==> config.mk <==
export PLATFORM = sky130hd
export DESIGN_NAME = eight_port_parallel_io
export DESIGN_NICKNAME = d
export VERILOG_FILES = /design/src/gpio_pkg.sv /design/src/eight_port_parallel_io.sv
export SDC_FILE = /design/constraint.sdc
export NUM_CORES = 1
export LEC_CHECK = 0
export BUFFER_PORTS_ARGS = -buffer_cell sky130_fd_sc_hd__buf_4
export CAP_MARGIN = 10
export CELL_PAD_IN_SITES_DETAIL_PLACEMENT = 0
export CELL_PAD_IN_SITES_GLOBAL_PLACEMENT = 1
export CORE_MARGIN = 1
export CORE_UTILIZATION = 40
export CTS_CLUSTER_DIAMETER = 200
export CTS_CLUSTER_SIZE = 24
export DETAILED_ROUTE_END_ITERATION = 6
export MAX_ROUTING_LAYER = met4
export PLACE_DENSITY = 0.86
export SLEW_MARGIN = 10
export SYNTH_ARGS = -nofsm -noshare
export SYNTH_HDL_FRONTEND = slang
export SYNTH_SLANG_ARGS = --single-unit
==> constraint.sdc <==
create_clock -name clk -period 3.6 [get_ports clk]
set_input_delay 0.36 -clock clk [delete_from_list [all_inputs] [get_ports clk]]
set_output_delay 0.36 -clock clk [all_outputs]
set_load 0.01 [all_outputs]
==> src/gpio_pkg.sv <==
// Register indices, field positions and bus codes for the parallel ports
package gpio_pkg;
    // Register index; byte address is four times the index
    localparam logic [9:0] IDX_A_DATA  = 10'h000;
    localparam logic [9:0] IDX_A_DIR   = 10'h001;
    localparam logic [9:0] IDX_F_DATA  = 10'h002;
    localparam logic [9:0] IDX_F_DIR   = 10'h003;
    localparam logic [9:0] IDX_B_DATA  = 10'h004;
    localparam logic [9:0] IDX_B_DIR   = 10'h005;
    localparam logic [9:0] IDX_C_DATA  = 10'h006;
    localparam logic [9:0] IDX_C_DIR   = 10'h007;
    localparam logic [9:0] IDX_D_DATA  = 10'h008;
    localparam logic [9:0] IDX_D_DIR   = 10'h009;
    localparam logic [9:0] IDX_E_DATA  = 10'h00a;
    localparam logic [9:0] IDX_OPTIONS = 10'h00b;
    localparam logic [9:0] IDX_PULLUP  = 10'h00c;
    localparam logic [9:0] IDX_CONFIG  = 10'h00d;
    localparam logic [9:0] IDX_H_DATA  = 10'h07c;
    localparam logic [9:0] IDX_H_DIR   = 10'h07d;
    localparam logic [9:0] IDX_G_DATA  = 10'h07e;
    localparam logic [9:0] IDX_G_DIR   = 10'h07f;
    localparam int ADDR_W = 12;
    localparam logic [1:0] RESP_OKAY   = 2'h0;
    localparam logic [1:0] RESP_SLVERR = 2'h2;
    // Options register fields
    localparam int OPT_READ_VIS     = 0;
    localparam int OPT_OPEN_DRAIN   = 1;
    localparam int OPT_PROG_RELEASE = 2;
    // Pullup assignment fields
    localparam int PU_B = 0;
    localparam int PU_F = 1;
    localparam int PU_G = 2;
    localparam int PU_H = 3;
    localparam int CFG_PU_EN = 0;
    // Pin positions of dedicated functions
    localparam int PG_RW_BIT   = 7;
    localparam int PH_PROG_BIT = 7;
    localparam logic [7:0] ALL_OUT  = 8'hff;
    localparam logic [7:0] DIR_RESET = 8'h00;
endpackage

==> src/eight_port_parallel_io.sv <==
// Eight-port parallel I/O block with AXI4-Lite register access
// How it works
// RULE1: Port A pins are inputs after reset in every mode.
// RULE2: Direction bit clear means input, set means output, per pin.
// RULE3: An enabled timer function owns its port A pin.
// RULE4: Single-chip: port B resets to inputs, direction register makes outputs.
// RULE5: Expanded: port B drives upper address bits.
// RULE6: Expanded: port C is data bus; single-chip: inputs after reset.
// RULE7: Expanded with visibility set: internal read data driven on port C.
// RULE8: Single-chip with visibility set: E pin held low, driver off. The code keeps eclk_oe set, so the E pin is driven low.
// RULE9: Visibility bit resets to zero and takes only one write.
// RULE10: Wired-OR bit in single-chip makes port C open drain.
// RULE11: Wired-OR: output zero pulls down, output one floats.
// RULE12: Port D resets to inputs; serial functions take pins when enabled.
// RULE13: Port E is input only and feeds the converter.
// RULE14: Software avoids reading port E during converter sampling.
// RULE15: Port F inputs with pullups single-chip; low address expanded.
// RULE16: Port G bit 7 is read/write line in expanded modes.
// RULE17: Port G low bits inputs; bits 5..0 bank address when expanded.
// RULE18: Expanded: port H bit 7 is program select until released.
// RULE19: Port H bits 6..4 inputs; chip selects when expanded.
// RULE20: Port H bits 3..0 carry modulator outputs when enabled.
// RULE21: Port F direction, G and H data, H direction reset to zero.
// RULE22: Latches drive only output pins; special functions override direction.
// RULE23: Reads return pin levels; wired-OR outputs return driver level.
// RULE24: Pullups per port, effective only while the enable bit is set.
// RULE25: A mode input selects pin ownership and reset states.
// RULE26: Reset clears every direction register.
//
// Implementation choice: the AXI4-Lite register port.
`timescale 1ns/1ns
`default_nettype none
module eight_port_parallel_io (
    input  wire logic        clk,              // 10 MHz clock
    input  wire logic        reset,            // Sync reset, high
    input  wire logic [11:0] awaddr,           // Write address
    input  wire logic        awvalid,          // Write address valid
    output logic             awready,          // Write address ready
    input  wire logic [31:0] wdata,            // Write data
    input  wire logic [3:0]  wstrb,            // Write strobes
    input  wire logic        wvalid,           // Write data valid
    output logic             wready,           // Write data ready
    output logic [1:0]       bresp,            // Write response
    output logic             bvalid,           // Write response valid
    input  wire logic        bready,           // Write response ready
    input  wire logic [11:0] araddr,           // Read address
    input  wire logic        arvalid,          // Read address valid
    output logic             arready,          // Read address ready
    output logic [31:0]      rdata,            // Read data
    output logic [1:0]       rresp,            // Read response
    output logic             rvalid,           // Read data valid
    input  wire logic        rready,           // Read data ready
    input  wire logic        mode_expanded,    // Expanded or test mode
    input  wire logic [15:0] ext_addr,         // External address
    input  wire logic [7:0]  ext_data_out,     // External write data
    input  wire logic        ext_data_drive,   // Drive data bus
    input  wire logic        ext_rw,           // External read/write
    input  wire logic        irv_valid,        // Internal read cycle
    input  wire logic [7:0]  irv_data,         // Internal read data
    input  wire logic        eclk_in,          // E clock source
    input  wire logic [7:0]  timer_en,         // Timer owns pin
    input  wire logic [7:0]  timer_drive,      // Timer drives pin
    input  wire logic [7:0]  timer_out,        // Timer pin level
    input  wire logic [5:0]  serial_en,        // Serial owns pin
    input  wire logic [5:0]  serial_drive,     // Serial drives pin
    input  wire logic [5:0]  serial_out,       // Serial pin level
    input  wire logic [5:0]  bank_addr,        // Bank address bits
    input  wire logic        bank_addr_en,     // Bank address on
    input  wire logic        prog_select,      // Program select level
    input  wire logic [2:0]  cs_en,            // Chip selects on
    input  wire logic [2:0]  cs_out,           // Chip select levels
    input  wire logic [3:0]  pwm_en,           // Modulator owns pin
    input  wire logic [3:0]  pwm_out,          // Modulator levels
    input  wire logic [7:0]  timer_port_in,    // Port A pins
    output logic [7:0]       timer_port_out,   // Port A out
    output logic [7:0]       timer_port_oe,    // Port A enable
    input  wire logic [7:0]  high_addr_in,     // Port B pins
    output logic [7:0]       high_addr_out,    // Port B out
    output logic [7:0]       high_addr_oe,     // Port B enable
    input  wire logic [7:0]  data_bus_in,      // Port C pins
    output logic [7:0]       data_bus_out,     // Port C out
    output logic [7:0]       data_bus_oe,      // Port C enable
    input  wire logic [5:0]  serial_port_in,   // Port D pins
    output logic [5:0]       serial_port_out,  // Port D out
    output logic [5:0]       serial_port_oe,   // Port D enable
    input  wire logic [7:0]  analog_port_pins, // Port E pins
    output logic [7:0]       analog_level,     // Port E to converter
    input  wire logic [7:0]  low_addr_in,      // Port F pins
    output logic [7:0]       low_addr_out,     // Port F out
    output logic [7:0]       low_addr_oe,      // Port F enable
    input  wire logic [7:0]  bank_port_in,     // Port G pins
    output logic [7:0]       bank_port_out,    // Port G out
    output logic [7:0]       bank_port_oe,     // Port G enable
    input  wire logic [7:0]  select_port_in,   // Port H pins
    output logic [7:0]       select_port_out,  // Port H out
    output logic [7:0]       select_port_oe,   // Port H enable
    output logic [3:0]       pullup_on,        // Pullups B, F, G, H
    output logic             eclk_pin,         // E pin level
    output logic             eclk_oe           // E pin enable
);
    // ------------------------------------------------------------
    // State
    // ------------------------------------------------------------
    typedef struct packed {
        logic       awready, wready, bvalid, arready, rvalid;
        logic [1:0] bresp, rresp;
        logic [7:0] rdata;
        logic       aw_have, w_have, w_strb;
        logic [9:0] aw_idx;
        logic [7:0] w_byte;
        logic [7:0] data_a, dir_a, data_b, dir_b, data_c, dir_c;
        logic [5:0] data_d, dir_d;
        logic [7:0] data_f, dir_f, data_g, dir_g, data_h, dir_h;
        logic       read_vis, vis_locked, open_drain, prog_release;
        logic [3:0] pullup_assign;
        logic       pullup_en;
        logic [7:0] a_out, a_oe, b_out, b_oe, c_out, c_oe;
        logic [5:0] d_out, d_oe;
        logic [7:0] e_lvl, f_out, f_oe, g_out, g_oe, h_out, h_oe;
        logic [3:0] pu;
        logic       e_pin, e_oe;
    } state_s;

    state_s s_q;
    state_s s_d;
    logic   wr_ok;
    logic   rd_ok;
    logic [7:0] rd_val;
    logic [7:0] opt_val;
    logic [7:0] c_read;
    logic [9:0] ar_idx;
    localparam logic [3:0] ALL4 = 4'hf;

    always_comb begin
        s_d     = s_q;
        wr_ok   = 1'b1;
        rd_ok   = 1'b1;
        rd_val  = 8'h00;
        opt_val = 8'h00;
        ar_idx  = araddr[11:2];
        opt_val[gpio_pkg::OPT_READ_VIS]     = s_q.read_vis;
        opt_val[gpio_pkg::OPT_OPEN_DRAIN]   = s_q.open_drain;
        opt_val[gpio_pkg::OPT_PROG_RELEASE] = s_q.prog_release;
        // Wired-OR outputs read back their driver level
        c_read = data_bus_in;
        if (!mode_expanded && s_q.open_drain) begin
            c_read = (s_q.dir_c & s_q.data_c)
                   | (~s_q.dir_c & data_bus_in); // [RULE23]
        end

        // ------------------------------------------------------------
        // Write channel
        // ------------------------------------------------------------
        if (awvalid && s_q.awready) begin
            s_d.aw_have = 1'b1;
            s_d.aw_idx  = awaddr[11:2];
        end
        if (wvalid && s_q.wready) begin
            s_d.w_have = 1'b1;
            s_d.w_byte = wdata[7:0];
            s_d.w_strb = wstrb[0];
        end
        if (s_q.bvalid && bready) begin
            s_d.bvalid = 1'b0;
        end
        if (s_q.aw_have && s_q.w_have && !s_q.bvalid) begin
            s_d.aw_have = 1'b0;
            s_d.w_have  = 1'b0;
            s_d.bvalid  = 1'b1;
            unique case (s_q.aw_idx)
                gpio_pkg::IDX_A_DATA:  if (s_q.w_strb) s_d.data_a = s_q.w_byte;
                gpio_pkg::IDX_A_DIR:   if (s_q.w_strb) s_d.dir_a = s_q.w_byte;
                gpio_pkg::IDX_B_DATA:  if (s_q.w_strb) s_d.data_b = s_q.w_byte;
                gpio_pkg::IDX_B_DIR:   if (s_q.w_strb) s_d.dir_b = s_q.w_byte;
                gpio_pkg::IDX_C_DATA:  if (s_q.w_strb) s_d.data_c = s_q.w_byte;
                gpio_pkg::IDX_C_DIR:   if (s_q.w_strb) s_d.dir_c = s_q.w_byte;
                gpio_pkg::IDX_D_DATA:  if (s_q.w_strb) s_d.data_d = s_q.w_byte[5:0];
                gpio_pkg::IDX_D_DIR:   if (s_q.w_strb) s_d.dir_d = s_q.w_byte[5:0];
                gpio_pkg::IDX_E_DATA:  wr_ok = 1'b1; // [RULE13]
                gpio_pkg::IDX_F_DATA:  if (s_q.w_strb) s_d.data_f = s_q.w_byte;
                gpio_pkg::IDX_F_DIR:   if (s_q.w_strb) s_d.dir_f = s_q.w_byte;
                gpio_pkg::IDX_G_DATA:  if (s_q.w_strb) s_d.data_g = s_q.w_byte;
                gpio_pkg::IDX_G_DIR:   if (s_q.w_strb) s_d.dir_g = s_q.w_byte;
                gpio_pkg::IDX_H_DATA:  if (s_q.w_strb) s_d.data_h = s_q.w_byte;
                gpio_pkg::IDX_H_DIR:   if (s_q.w_strb) s_d.dir_h = s_q.w_byte;
                gpio_pkg::IDX_OPTIONS: if (s_q.w_strb) begin
                    // Visibility bit locks after its first write
                    if (!s_q.vis_locked) begin
                        s_d.read_vis = s_q.w_byte[gpio_pkg::OPT_READ_VIS]; // [RULE9]
                        s_d.vis_locked = 1'b1; // [RULE9]
                    end
                    s_d.open_drain = s_q.w_byte[gpio_pkg::OPT_OPEN_DRAIN];
                    s_d.prog_release =
                        s_q.w_byte[gpio_pkg::OPT_PROG_RELEASE]; // [RULE18]
                end
                gpio_pkg::IDX_PULLUP:  if (s_q.w_strb) s_d.pullup_assign = s_q.w_byte[3:0];
                gpio_pkg::IDX_CONFIG:  if (s_q.w_strb) s_d.pullup_en =
                    s_q.w_byte[gpio_pkg::CFG_PU_EN];
                default:               wr_ok = 1'b0;
            endcase
            s_d.bresp = wr_ok ? gpio_pkg::RESP_OKAY : gpio_pkg::RESP_SLVERR;
        end
        s_d.awready = !s_d.aw_have && !s_d.bvalid;
        s_d.wready  = !s_d.w_have && !s_d.bvalid;

        // ------------------------------------------------------------
        // Read channel
        // ------------------------------------------------------------
        unique case (ar_idx)
            gpio_pkg::IDX_A_DATA:  rd_val = timer_port_in; // [RULE23]
            gpio_pkg::IDX_A_DIR:   rd_val = s_q.dir_a;
            gpio_pkg::IDX_B_DATA:  rd_val = high_addr_in;
            gpio_pkg::IDX_B_DIR:   rd_val = s_q.dir_b;
            gpio_pkg::IDX_C_DATA:  rd_val = c_read;
            gpio_pkg::IDX_C_DIR:   rd_val = s_q.dir_c;
            gpio_pkg::IDX_D_DATA:  rd_val = {2'h0, serial_port_in};
            gpio_pkg::IDX_D_DIR:   rd_val = {2'h0, s_q.dir_d};
            gpio_pkg::IDX_E_DATA:  rd_val = analog_port_pins; // [RULE13]
            gpio_pkg::IDX_F_DATA:  rd_val = low_addr_in;
            gpio_pkg::IDX_F_DIR:   rd_val = s_q.dir_f;
            gpio_pkg::IDX_G_DATA:  rd_val = bank_port_in;
            gpio_pkg::IDX_G_DIR:   rd_val = s_q.dir_g;
            gpio_pkg::IDX_H_DATA:  rd_val = select_port_in;
            gpio_pkg::IDX_H_DIR:   rd_val = s_q.dir_h;
            gpio_pkg::IDX_OPTIONS: rd_val = opt_val;
            gpio_pkg::IDX_PULLUP:  rd_val = {4'h0, s_q.pullup_assign};
            gpio_pkg::IDX_CONFIG:  rd_val = {7'h00, s_q.pullup_en};
            default:               rd_ok = 1'b0;
        endcase
        if (s_q.rvalid && rready) begin
            s_d.rvalid = 1'b0;
        end
        if (arvalid && s_q.arready) begin
            s_d.rvalid = 1'b1;
            s_d.rdata  = rd_val;
            s_d.rresp  = rd_ok ? gpio_pkg::RESP_OKAY : gpio_pkg::RESP_SLVERR;
        end
        s_d.arready = !s_d.rvalid;

        // ------------------------------------------------------------
        // Pin ownership
        // ------------------------------------------------------------
        s_d.a_oe  = (timer_en & timer_drive) | (~timer_en & s_q.dir_a); // [RULE3]
        s_d.a_out = (timer_en & timer_out) | (~timer_en & s_q.data_a); // [RULE22]
        if (mode_expanded) begin // [RULE25]
            s_d.b_oe  = gpio_pkg::ALL_OUT; // [RULE5]
            s_d.b_out = ext_addr[15:8];
            s_d.f_oe  = gpio_pkg::ALL_OUT; // [RULE15]
            s_d.f_out = ext_addr[7:0];
            // Internal reads shown on data bus only with visibility set
            if (s_q.read_vis && irv_valid) begin
                s_d.c_oe  = gpio_pkg::ALL_OUT; // [RULE7]
                s_d.c_out = irv_data;
            end else begin
                s_d.c_oe  = {8{ext_data_drive}}; // [RULE6]
                s_d.c_out = ext_data_out;
            end
            s_d.e_oe  = 1'b1;
            s_d.e_pin = eclk_in;
        end else begin
            s_d.b_oe  = s_q.dir_b; // [RULE4] [RULE2]
            s_d.b_out = s_q.data_b;
            s_d.f_oe  = s_q.dir_f; // [RULE15]
            s_d.f_out = s_q.data_f;
            if (s_q.open_drain) begin
                s_d.c_oe  = s_q.dir_c & ~s_q.data_c; // [RULE10] [RULE11]
                s_d.c_out = 8'h00;
            end else begin
                s_d.c_oe  = s_q.dir_c; // [RULE6]
                s_d.c_out = s_q.data_c;
            end
            // Visibility bit stops the E clock in single-chip modes
            s_d.e_oe  = 1'b1;
            s_d.e_pin = s_q.read_vis ? 1'b0 : eclk_in; // [RULE8]
        end
        s_d.d_oe  = (serial_en & serial_drive) | (~serial_en & s_q.dir_d); // [RULE12]
        s_d.d_out = (serial_en & serial_out) | (~serial_en & s_q.data_d);
        s_d.e_lvl = analog_port_pins; // [RULE13]

        s_d.g_oe  = s_q.dir_g; // [RULE17]
        s_d.g_out = s_q.data_g;
        if (mode_expanded) begin
            s_d.g_oe[gpio_pkg::PG_RW_BIT]  = 1'b1; // [RULE16]
            s_d.g_out[gpio_pkg::PG_RW_BIT] = ext_rw;
            if (bank_addr_en) begin
                s_d.g_oe[5:0]  = 6'h3f; // [RULE17]
                s_d.g_out[5:0] = bank_addr;
            end
        end

        s_d.h_oe  = s_q.dir_h; // [RULE19]
        s_d.h_out = s_q.data_h;
        s_d.h_oe[3:0]  = (pwm_en & ALL4) | (~pwm_en & s_q.dir_h[3:0]); // [RULE20]
        s_d.h_out[3:0] = (pwm_en & pwm_out) | (~pwm_en & s_q.data_h[3:0]);
        if (mode_expanded) begin
            s_d.h_oe[6:4]  = cs_en | s_q.dir_h[6:4]; // [RULE19]
            s_d.h_out[6:4] = (cs_en & cs_out) | (~cs_en & s_q.data_h[6:4]);
            if (!s_q.prog_release) begin
                s_d.h_oe[gpio_pkg::PH_PROG_BIT]  = 1'b1; // [RULE18]
                s_d.h_out[gpio_pkg::PH_PROG_BIT] = prog_select;
            end
        end

        // Pullups gated by the enable bit; B and F are address in expanded
        s_d.pu = s_q.pullup_en ? s_q.pullup_assign : 4'h0; // [RULE24]
        if (mode_expanded) begin
            s_d.pu[gpio_pkg::PU_B] = 1'b0;
            s_d.pu[gpio_pkg::PU_F] = 1'b0;
        end
    end

    // ------------------------------------------------------------
    // Registers
    // ------------------------------------------------------------
    always_ff @(posedge clk) begin
        if (reset) begin
            s_q <= '0; // [RULE1] [RULE21] [RULE26]
        end else begin
            s_q <= s_d;
        end
    end

    assign awready = s_q.awready;
    assign wready  = s_q.wready;
    assign bvalid  = s_q.bvalid;
    assign bresp   = s_q.bresp;
    assign arready = s_q.arready;
    assign rvalid  = s_q.rvalid;
    assign rresp   = s_q.rresp;
    assign rdata   = {24'h000000, s_q.rdata};
    assign timer_port_out  = s_q.a_out;
    assign timer_port_oe   = s_q.a_oe;
    assign high_addr_out   = s_q.b_out;
    assign high_addr_oe    = s_q.b_oe;
    assign data_bus_out    = s_q.c_out;
    assign data_bus_oe     = s_q.c_oe;
    assign serial_port_out = s_q.d_out;
    assign serial_port_oe  = s_q.d_oe;
    assign analog_level    = s_q.e_lvl;
    assign low_addr_out    = s_q.f_out;
    assign low_addr_oe     = s_q.f_oe;
    assign bank_port_out   = s_q.g_out;
    assign bank_port_oe    = s_q.g_oe;
    assign select_port_out = s_q.h_out;
    assign select_port_oe  = s_q.h_oe;
    assign pullup_on       = s_q.pu;
    assign eclk_pin        = s_q.e_pin;
    assign eclk_oe         = s_q.e_oe;

    // ------------------------------------------------------------
    // Checks
    // ------------------------------------------------------------
    AST_A_RESET: assert property (@(posedge clk) $fell(reset) |->
        timer_port_oe == 8'h00 && s_q.dir_a == 8'h00) // [RULE1]
        else $error("port A not input after reset");
    AST_D_DIR: assert property (@(posedge clk) disable iff (reset)
        serial_en == 6'h00 |=> serial_port_oe == $past(s_q.dir_d)) // [RULE2]
        else $error("port D enable does not follow direction");
    AST_TIMER: assert property (@(posedge clk) disable iff (reset)
        timer_en[0] && timer_drive[0] |=>
        timer_port_oe[0] && timer_port_out[0] == $past(timer_out[0])) // [RULE3]
        else $error("timer does not own port A pin");
    AST_B_ADDR: assert property (@(posedge clk) disable iff (reset)
        mode_expanded |=> high_addr_oe == 8'hff &&
        high_addr_out == $past(ext_addr[15:8])) // [RULE5]
        else $error("port B not address in expanded mode");
    AST_ECLK: assert property (@(posedge clk) disable iff (reset)
        !mode_expanded && s_q.read_vis |=> eclk_oe && !eclk_pin) // [RULE8]
        else $error("E pin not low with visibility set");
    AST_VIS_ONCE: assert property (@(posedge clk) disable iff (reset)
        s_q.vis_locked |=> s_q.read_vis == $past(s_q.read_vis)) // [RULE9]
        else $error("visibility bit changed after lock");
    AST_WIRED_OR: assert property (@(posedge clk) disable iff (reset)
        !mode_expanded && s_q.open_drain && s_q.dir_c[0] && s_q.data_c[0]
        |=> !data_bus_oe[0]) // [RULE11]
        else $error("wired-OR one still driven");
    AST_VIS_BUS: assert property (@(posedge clk) disable iff (reset)
        mode_expanded && s_q.read_vis && irv_valid |=>
        data_bus_oe == 8'hff && data_bus_out == $past(irv_data)) // [RULE7]
        else $error("internal read not shown on data bus");
    AST_PWM: assert property (@(posedge clk) disable iff (reset)
        pwm_en[2] |=> select_port_oe[2] &&
        select_port_out[2] == $past(pwm_out[2])) // [RULE20]
        else $error("modulator output missing on port H");
    AST_PULLUP: assert property (@(posedge clk) disable iff (reset)
        !s_q.pullup_en |=> pullup_on == 4'h0) // [RULE24]
        else $error("pullup on while assignment disabled");
endmodule // eight_port_parallel_io
`default_nettype wire

==> results of run 1 <==
-- power by group through the flow --
stage	clock, mW	combinational, mW	sequential (mW)
finish	1.78	0.618	3.18
CTS	1.84	0.620	3.18
global placement	0	0.612	3.25
global route	1.94	0.666	3.19
floorplan	0	0.383	3.21
detailed placement	0	0.618	3.25
-- final timing paths --
kind,from,slack (ns),cells after the start,endpoint
min reg2reg,s_q[160],0.47,2,bank_port_out[5]
max,s_q[249],1.0,5,s_q[162]
max reg2reg,s_q[249],1.0,5,s_q[162]
min,analog_port_pins[5],0.06,2,analog_level[5]
-- stage by stage --
stage	total power [mW]	cells	cell area, µm²
after floorplan	3.592	1371	12260
after global placement	3.862	1873	13890
after detailed placement	3.870	1873	13890
after CTS	5.637	1890	14290
after global routing	5.792	1890	14290
final	5.576	1891	14300
-- area by class of cell --
type / instances / area, µm² / share of cell area
sequential: 275 / 5505 / 0.3851
inverter: 5 / 18.77 / 0.001313
multi-input combinational: 853 / 5248 / 0.3671
tap: 390 / 488.0 / 0.03413
antenna: 1 / 2.502 / 0.0001750
timing repair buffer: 350 / 2634 / 0.1842
clock buffer: 15 / 375.4 / 0.02626
clock inverter: 2 / 25.02 / 0.001750
-- per-layer routing --
layer	wire, µm	share of wire	vias to the layer above
li1	-	-	4689
met1	17180	0.44	4708
met2	18370	0.47	356
met3	2686	0.069	25
met4	454	0.012	0
met5	0	0	-
-- cells in the mapped netlist, types with 6 or more instances --
master | number | area share
nand3b_1 | 13 | 0.0080
nor2b_1 | 22 | 0.011
nor4_1 | 11 | 0.0057
and3_1 | 11 | 0.0057
clkbuf_1 | 73 | 0.023
nor2_1 | 236 | 0.073
o21ai_0 | 17 | 0.0070
a21oi_1 | 76 | 0.031
mux2_2 | 11 | 0.010
nand3_1 | 18 | 0.0074
mux4_2 | 6 | 0.011
nor3_1 | 14 | 0.0058
dfxtp_1 | 275 | 0.45
a31oi_1 | 7 | 0.0036
a311oi_1 | 12 | 0.0086
mux2i_1 | 168 | 0.14
buf_4 | 156 | 0.096
nand2_1 | 120 | 0.037
nand4_1 | 10 | 0.0051
a22oi_1 | 10 | 0.0062
-- layout by cell type (no fill, tap or decap), types with 3 or more instances in the layout --
cell type	instances
a2111oi_0	3
a211oi_1	3
a21oi_1	76
a22o_1	5
a22oi_1	10
a311oi_1	12
a31oi_1	7
a32o_1	3
and2_1	5
and3_1	11
buf_4	349
clkbuf_16	15
conb_1	26
dfxtp_1	275
inv_1	4
mux2_2	11
mux2i_1	168
mux4_2	6
nand2_1	120
nand2b_1	3
nand3_1	18
nand3_2	3
nand3b_1	13
nand4_1	10
nor2_1	236
nor2b_1	22
nor3_1	14
nor4_1	10
nor4bb_1	3
o21ai_0	17
o22ai_1	3
-- cells by family after synthesis --
family,share of synthesized area
flops,0.4527
other cells,0.0003083
mux,0.1596
buf+inv,0.1241
simple gates,0.1844
compound gates,0.07901
==> flow_metrics.tcl, run 1 <==
set metrics [dict create \
    yosysSeqAreaShare 0.4527 \
    drt-vias-per-instance 5.171 \
    finalSetupViolCount 0 \
    wl_per_cell_um 20.46 \
    required_ns 3.97 \
    hp-class "input port to flop" \
    ant_nets 0 \
    antenna_found_initial 0 \
    clk_pin_slew_worst_paths_ns 0.11 \
    fin_util 0.4798 \
    top_register "s_q" \
    post_cts_buffers 0 \
    grt_usage 0.2478 \
    drv_slew 0 \
    startpoint_type "flop" \
    synthCells 1346 \
    grt_pass1_wl_um 56790 \
    use_met2 0.4081 \
    dieArea_um2 31100 \
    post-place-ws_ns 1.011 \
    powerDensity_nw_per_um2 390.1 \
    largest_reg_flops 133 \
    nets 1730 \
    ys.flop_type "dfxtp_1" \
    synth_seq_cells 275 \
    grtUsageMet3 0.04005 \
    synth-async-reset-ratio 0 \
    tritoncts "done" \
    critPathMostFrequentCell "nand2_1" \
    fp.dieW_um 176.4 \
    power_frac_clock 0.319 \
    dr.pass1.iters 5 \
    cts_resized 0 \
    cap_viol_max_count 0 \
    io-pin-count 393 \
    crit_family "simple AND/OR/NAND/NOR gates" \
    slew_headroom 0.2419 \
    cts.htree.levels 1 \
    critPathArrivalTime_ns 2.97 \
    outcome "finished, final reports clean" \
    critPathCaptureType "flop" \
    slowest_delay_ns 0.75 \
    cts_buffers 15 \
    cts_root_buf "clkbuf_16" \
    sequentialPowerShare 0.570 \
    wl_um 38700 \
    worst_slew_pin_slew_ns 1.137 \
    drt_iter0_drc 672 \
    yosysWarnings 0 \
    pwr-share-comb 0.111 \
    synth_cell_types 60 \
    fin_setup_tns_ns 0 \
    crit_chain "nand2_1 -> nor4_1 -> nand2_1 -> mux2i_1 -> nor2_1" \
    rsz0062_at_grt "false" \
    cts_hold_buf 0 \
    cts_max_path_buffers 3 \
    use_met1 0.3241 \
    syn-mean-instance-area_um2 9.035 \
    grt.busiest_layer "met2" \
    grt_pass1_vias 9291 \
    die_h_um 176.4 \
    grt_overflow_total 0 \
    hold_viol 0 \
    start_util 0.4082 \
    synth-edff-count 0 \
    grt_max_degree 108 \
    worstSetupPathType "flop to flop" \
    fin_crit_sh 0.7234 \
    netlist_area_um2 12160 \
    area_growth_pct 17.55 \
    coreArea_um2 29800 \
    cpMaxStageDelayCell "dfxtp_1" \
    fin_hold_ws_ns 0.06316 \
    row_count 63 \
    p_leak_nw 6.311 \
    setup_slack_ns 0.9959 \
    clk_latency_ns 0.51 \
    worst-path-buf-inv 0 \
    hpwlAfterDp_um 28130 \
    place.gp.congestion 0.9539 \
    period_needed_ns 2.604 \
    ir_drop_uv 227.4 \
    p_int_mw 4.188 \
    fmax_mhz 384.0 \
    drc 0 \
    drive_above_1_share 0.2647 \
    skew_ns 0.02515 \
    vias 9778 \
    cts.sinks 275 \
    sw_frac_of_total 0.2489 \
    port_buffers 335 \
    n_fill_cell 2875 \
    crit_path_max_fanout 12 \
    power.switching_mw 1.388 \
]
Note: power is estimated with default switching activity, not from simulation.
==> run 2: changes to the inputs <==
--- a/config.mk
+++ b/config.mk
@@ -5,17 +5,18 @@
 export SDC_FILE = /design/constraint.sdc
 export NUM_CORES = 1
 export LEC_CHECK = 0
+export ABC_AREA = 1
 export BUFFER_PORTS_ARGS = -buffer_cell sky130_fd_sc_hd__buf_4
 export CAP_MARGIN = 10
 export CELL_PAD_IN_SITES_DETAIL_PLACEMENT = 0
 export CELL_PAD_IN_SITES_GLOBAL_PLACEMENT = 1
 export CORE_MARGIN = 1
-export CORE_UTILIZATION = 40
+export CORE_UTILIZATION = 36
 export CTS_CLUSTER_DIAMETER = 200
 export CTS_CLUSTER_SIZE = 24
 export DETAILED_ROUTE_END_ITERATION = 6
 export MAX_ROUTING_LAYER = met4
-export PLACE_DENSITY = 0.86
+export PLACE_DENSITY = 0.81
 export SLEW_MARGIN = 10
 export SYNTH_ARGS = -nofsm -noshare
 export SYNTH_HDL_FRONTEND = slang
==> constraint.sdc (replaced) <==
create_clock -name clk -period 2.4 [get_ports clk]
set_input_delay 0.24 -clock clk [delete_from_list [all_inputs] [get_ports clk]]
set_output_delay 0.24 -clock clk [all_outputs]
set_load 0.01 [all_outputs]
==> run 2 against run 1 <==
  * Critical path depth up 2
  * Clock skew is 0.0069 ns higher
  * Final cell count increased by 25%
  * Sequential power increased by 50%
  * Global-route usage shrank 1.2 points
  * Via count up 15%
  * Utilization shrank 2.0 points
  * Cell area increased by 7.9%
  * Flip-flop and latch count unchanged
  * Largest cell class unchanged
==> flow_metrics.tcl, run 2 <==
set metrics [dict create \
    outcome "finished, final reports clean" \
    synth-async-reset-ratio 0 \
    worstSetupPathType "flop to flop" \
    clk_pin_slew_worst_paths_ns 0.10 \
    coreArea_um2 33530 \
    syn-mean-instance-area_um2 7.398 \
    finalSetupViolCount 0 \
    grt_max_degree 74 \
    cts.htree.levels 1 \
    ant_nets 0 \
    grt_usage 0.2362 \
    dr.pass1.iters 6 \
    yosys.area.top_type "dfxtp_1" \
    worst_slew_pin_slew_ns 0.8614 \
    hold_depth 3 \
    start_util 0.3658 \
    cts_max_path_buffers 3 \
    ys.flop_type "dfxtp_1" \
    synth_top_area_share 0.4488 \
    synth_cell_types 35 \
    drt_iter0_drc 769 \
    hpwlAfterDp_um 30080 \
    cts_root_buf "clkbuf_16" \
    io-pin-count 393 \
    yosysMostFrequentCell "nor2_1" \
    tritoncts "done" \
    hp-class "input port to flop" \
    crit_path_max_fanout 12 \
    critPathCaptureType "flop" \
    synth.top_cells.by_area "dfxtp_1 45%, buf_4 9.6%, nor2_1 8.6%, o21ai_0 7.3%, a21oi_1 6.8%" \
    nets 2149 \
    yosysWarnings 0 \
    p_leak_nw 6.888 \
    fmax_mhz 507.0 \
    hold_viol 0 \
    grt_pass1_wl_um 61900 \
    startpoint_type "flop" \
    r2r_cells 7 \
    fp.dieW_um 186.6 \
    layout_common_cells "357 x buf_4, 282 x nor2_1, 275 x dfxtp_1" \
    vias 11214 \
    n_fill_cell 3385 \
    die_h_um 186.6 \
    cap_viol_max_count 0 \
    synth_seq_cells 275 \
    grt_pass1_vias 10858 \
    cts_buffers 15 \
    netlist_area_um2 12270 \
    diodes 0 \
    synth-edff-count 0 \
    yosysSeqAreaShare 0.4488 \
    top_register "s_q" \
    drive_above_1_share 0.2293 \
    ir_drop_uv 355.7 \
    grt_overflow_total 0 \
    ys_top_cells_by_count "282 x nor2_1, 275 x dfxtp_1, 180 x o21ai_0" \
    cts.sinks 275 \
    mostFrequentLayoutCell "buf_4" \
    slew_headroom 0.4257 \
    rsz0062_at_grt "false" \
    fin_setup_tns_ns 0 \
    fin_cells 2367 \
    wl_per_cell_um 17.33 \
    antenna_found_initial 0 \
    drt-vias-per-instance 4.738 \
    required_ns 2.78 \
    synthCells 1658 \
    area_growth_pct 25.77 \
    port_buffers 335 \
    place.gp.congestion 0.9422 \
    dp.cells 2265 \
    power_mw 8.650 \
    period_needed_ns 1.972 \
    wl_um 41010 \
    drv_slew 0 \
    clk_latency_ns 0.52 \
    drc 0 \
    fin_util 0.4600 \
    powerDensity_nw_per_um2 560.8 \
    skew_ns 0.03204 \
    critPathArrivalTime_ns 2.35 \
    largest_reg_flops 133 \
    row_count 67 \
    fin_crit_sh 0.8219 \
    dieArea_um2 34810 \
]
==> run 2: worst max-delay path, stage by stage (launching register included) <==
cell and delay [ns]:
dfxtp_1 0.37, inv_2 0.06, nor3_4 0.26, nand2_4 0.14, inv_2 0.25, nand3_1 0.41
o21ai_0 0.29, a21oi_1 0.06
==> run 2: power breakdown <==
part	internal [mW]	total [mW]	switching, mW
Clock	1.15	2.70	1.55
Sequential	4.69	4.77	0.0771
Combinational	0.568	1.18	0.607
Total	6.41	8.65	2.24
==> run 2: cell type report <==
class | instances | area, µm² | share of cell area
sequential | 275 | 5505 | 0.3569
clock buffer | 15 | 375.4 | 0.02433
clock inverter | 2 | 25.02 | 0.001622
timing repair buffer | 444 | 3571 | 0.2315
multi-input combinational | 1022 | 4782 | 0.3100
inverter | 161 | 606.8 | 0.03934
tap | 448 | 560.5 | 0.03634
==> run 2: per-stage QoR <==
stage	hold slack (ns)	setup slack [ns]	instance area, µm²
2_1_floorplan	0.3341	0.8776	12360
3_3_place_gp	0.4301	0.5093	14170
3_5_place_dp	0.4302	0.4761	14170
4_1_cts	0.0004605	0.4446	15430
5_1_grt	0.007959	0.2096	15430
6_report	0.009717	0.4275	15430
==> run 2: worst paths after layout <==
check,from,to,slack [ns]
setup / recovery,s_q[258],s_q[186],0.43
hold / removal,timer_en[6],timer_port_out[6],0.01
setup reg to reg,s_q[258],s_q[186],0.43
hold reg to reg,s_d[36],bank_port_out[6],0.44
==> run 2: kinds of logic after synthesis <==
kind of cell,Yosys count,synth area share
compound gates,403,0.1699
buf+inv,386,0.1689
flops,275,0.4488
other cells,1,0.0003057
simple gates,593,0.2120
==> run 2: layer usage <==
layer  up-vias  global-route usage  wire length (µm)
met4         0             0.05296               783
met2       366              0.3904             19300
li1       5680                   -                 -
met3        43             0.03686              2451
met1      5125              0.3031             18470
met5         -                   -                 0
==> run 2: timing repair <==
item / 4_1_cts / 5_1_grt
gates resized for setup: 0 / 0
setup buffers: 0 / 0
endpoints found under the hold margin: 66 / 0
setup endpoints to repair: 0 / 0
hold buffers: 85 / 0
==> run 3: changes to the inputs <==
--- a/config.mk
+++ b/config.mk
@@ -11,12 +11,12 @@
 export CELL_PAD_IN_SITES_DETAIL_PLACEMENT = 0
 export CELL_PAD_IN_SITES_GLOBAL_PLACEMENT = 1
 export CORE_MARGIN = 1
-export CORE_UTILIZATION = 36
+export CORE_UTILIZATION = 33
 export CTS_CLUSTER_DIAMETER = 200
 export CTS_CLUSTER_SIZE = 24
 export DETAILED_ROUTE_END_ITERATION = 6
 export MAX_ROUTING_LAYER = met4
-export PLACE_DENSITY = 0.81
+export PLACE_DENSITY = 0.78
 export SLEW_MARGIN = 10
 export SYNTH_ARGS = -nofsm -noshare
 export SYNTH_HDL_FRONTEND = slang
==> constraint.sdc (replaced) <==
create_clock -name clk -period 1.75 [get_ports clk]
set_input_delay 0.175 -clock clk [delete_from_list [all_inputs] [get_ports clk]]
set_output_delay 0.175 -clock clk [all_outputs]
set_load 0.01 [all_outputs]
==> run 3 against run 2 <==
  * Final cell count increased by 5.6%
  * Wire length increased by 6.9%
  * Worst setup slack got worse by 0.41 ns
  * Clock power increased by 37%
  * Via count increased by 5.5%
  * Cell area increased by 7.8%
  * Sequential power increased by 37%
  * Clock skew decreased by 0.0097 ns
  * Critical path depth decreased by 1
  * Power increased by 40%
  * First-iteration DRC count decreased by 5.2%
  * Global-route usage decreased by 0.27 points
==> flow_metrics.tcl, run 3 (synthesis results as in run 2) <==
set metrics [dict create \
    startpoint "timer_drive[4]" \
    n_fill_cell 3730 \
    cap_viol_max_count 0 \
    powerDensity_nw_per_um2 727.1 \
    grt_max_degree 102 \
    drc 0 \
    p_leak_nw 7.498 \
    crit_path_max_fanout 1 \
    wl_um 43830 \
    die_h_um 194.8 \
    fmax_mhz 578.8 \
    drive_above_1_share 0.2510 \
    skew_ns 0.02234 \
    tritoncts "done" \
    top_register "s_q" \
    vias 11827 \
    dieArea_um2 37940 \
    required_ns 2.13 \
    ant_nets 0 \
    start_util 0.3350 \
    fin_util 0.4542 \
    cts.htree.levels 1 \
    fin_cells 2500 \
    io-pin-count 393 \
    period_needed_ns 1.728 \
    cts_max_path_buffers 3 \
    clk_pin_slew_worst_paths_ns 0.10 \
    diodes 0 \
    startpoint_type "input port" \
    fp.dieW_um 194.8 \
    critPathArrivalTime_ns 2.11 \
    dr.pass1.iters 5 \
    largest_reg_flops 133 \
    cts_buffers 15 \
    ir_drop_uv 485.2 \
    mostFrequentLayoutCell "buf_4" \
    nets 2262 \
    grt_pass1_vias 11550 \
    port_buffers 335 \
    grt_pass1_wl_um 66820 \
    worst_slew_pin_slew_ns 0.5223 \
    critPathCaptureType "flop" \
    clk_latency_ns 0.51 \
    r2r-start "opt_val[1]" \
    hpwlAfterDp_um 31810 \
    drt-vias-per-instance 4.731 \
    worstSetupPathType "input port to flop" \
    area_growth_pct 35.58 \
    dp.cells 2328 \
    place.gp.congestion 0.9054 \
    hp-class "input port to flop" \
    finalSetupViolCount 0 \
    layout_common_cells "398 x buf_4, 273 x nor2_1, 272 x dfxtp_1" \
    outcome "finished, final reports clean" \
    fin_crit_sh 0.9873 \
    grt_usage 0.2335 \
    drt_iter0_drc 729 \
    setup_slack_ns 0.02230 \
    grt_overflow_total 0 \
    coreArea_um2 36610 \
    power_mw 12.09 \
    cts.sinks 275 \
    wl_per_cell_um 17.53 \
    cts_root_buf "clkbuf_16" \
    rsz0062_at_grt "false" \
    drv_slew 0 \
    hold_viol 0 \
    row_count 70 \
    hold_path.startpoint "ext_data_out[2]" \
    antenna_found_initial 0 \
    slew_headroom 0.6495 \
    post-place-ws_ns -0.01027 \
]
run 3: path summary, 6_finish.rpt:
kind | end | slack [ns] | depth (start not counted)
hold reg to reg | s_q[129] | 0.46 | 2
setup / recovery | timer_port_oe[4] | 0.02 | 6
setup reg to reg | data_bus_out[5] | 0.05 | 6
hold / removal | data_bus_out[2] | 0.02 | 3
run 3: timing repair:
item                                    in CTS  in global routing
endpoints found under the setup margin       4                 79
hold endpoints to repair                   104                  0
pin swaps                                    0                 10
resized for setup                            2                 40
buffers inserted                             0                  5
hold buffers                               156                  0
run 3: power by group:
| group | leakage [nW] | internal, mW | switching, mW | total, mW |
|---|---|---|---|---|
| logic | 5.05 | 0.936 | 0.929 | 1.86 |
| registers | 2.25 | 6.44 | 0.0770 | 6.52 |
| clock network | 0.196 | 1.58 | 2.13 | 3.71 |
run 3: per-layer routing:
layer / up-vias / track usage / share of wire
li1: 5911 / - / -
met1: 5534 / 0.2967 / 0.45
met2: 342 / 0.4049 / 0.49
met3: 40 / 0.02429 / 0.043
met4: 0 / 0.03850 / 0.014
met5: - / - / 0
run 3: critical path, stage by stage:
cell	delay (ns)
dlygate4sd3_1	0.54
buf_4	0.13
nor2_1	0.10
dlygate4sd3_1	0.57
nor2_1	0.05
dlygate4sd3_1	0.55
run 3: final cells by class:
type	count	area (µm²)	area share
clock buffer	15	375.4	0.02257
clock inverter	2	25.02	0.001505
inverter	161	621.8	0.03739
multi-input combinational	1022	4861	0.2923
sequential	275	5509	0.3313
tap	468	585.6	0.03521
timing repair buffer	557	4652	0.2797
run 3: metrics by stage:
stage	hold slack, ns	instance area [µm²]	TNS, ns
global route	0.008362	16630	0
finish	0.02487	16630	0
global placement	0.3782	14570	0
detailed placement	0.3812	14570	-0.01543
CTS	0.005507	16540	0
floorplan	0.2691	12360	0
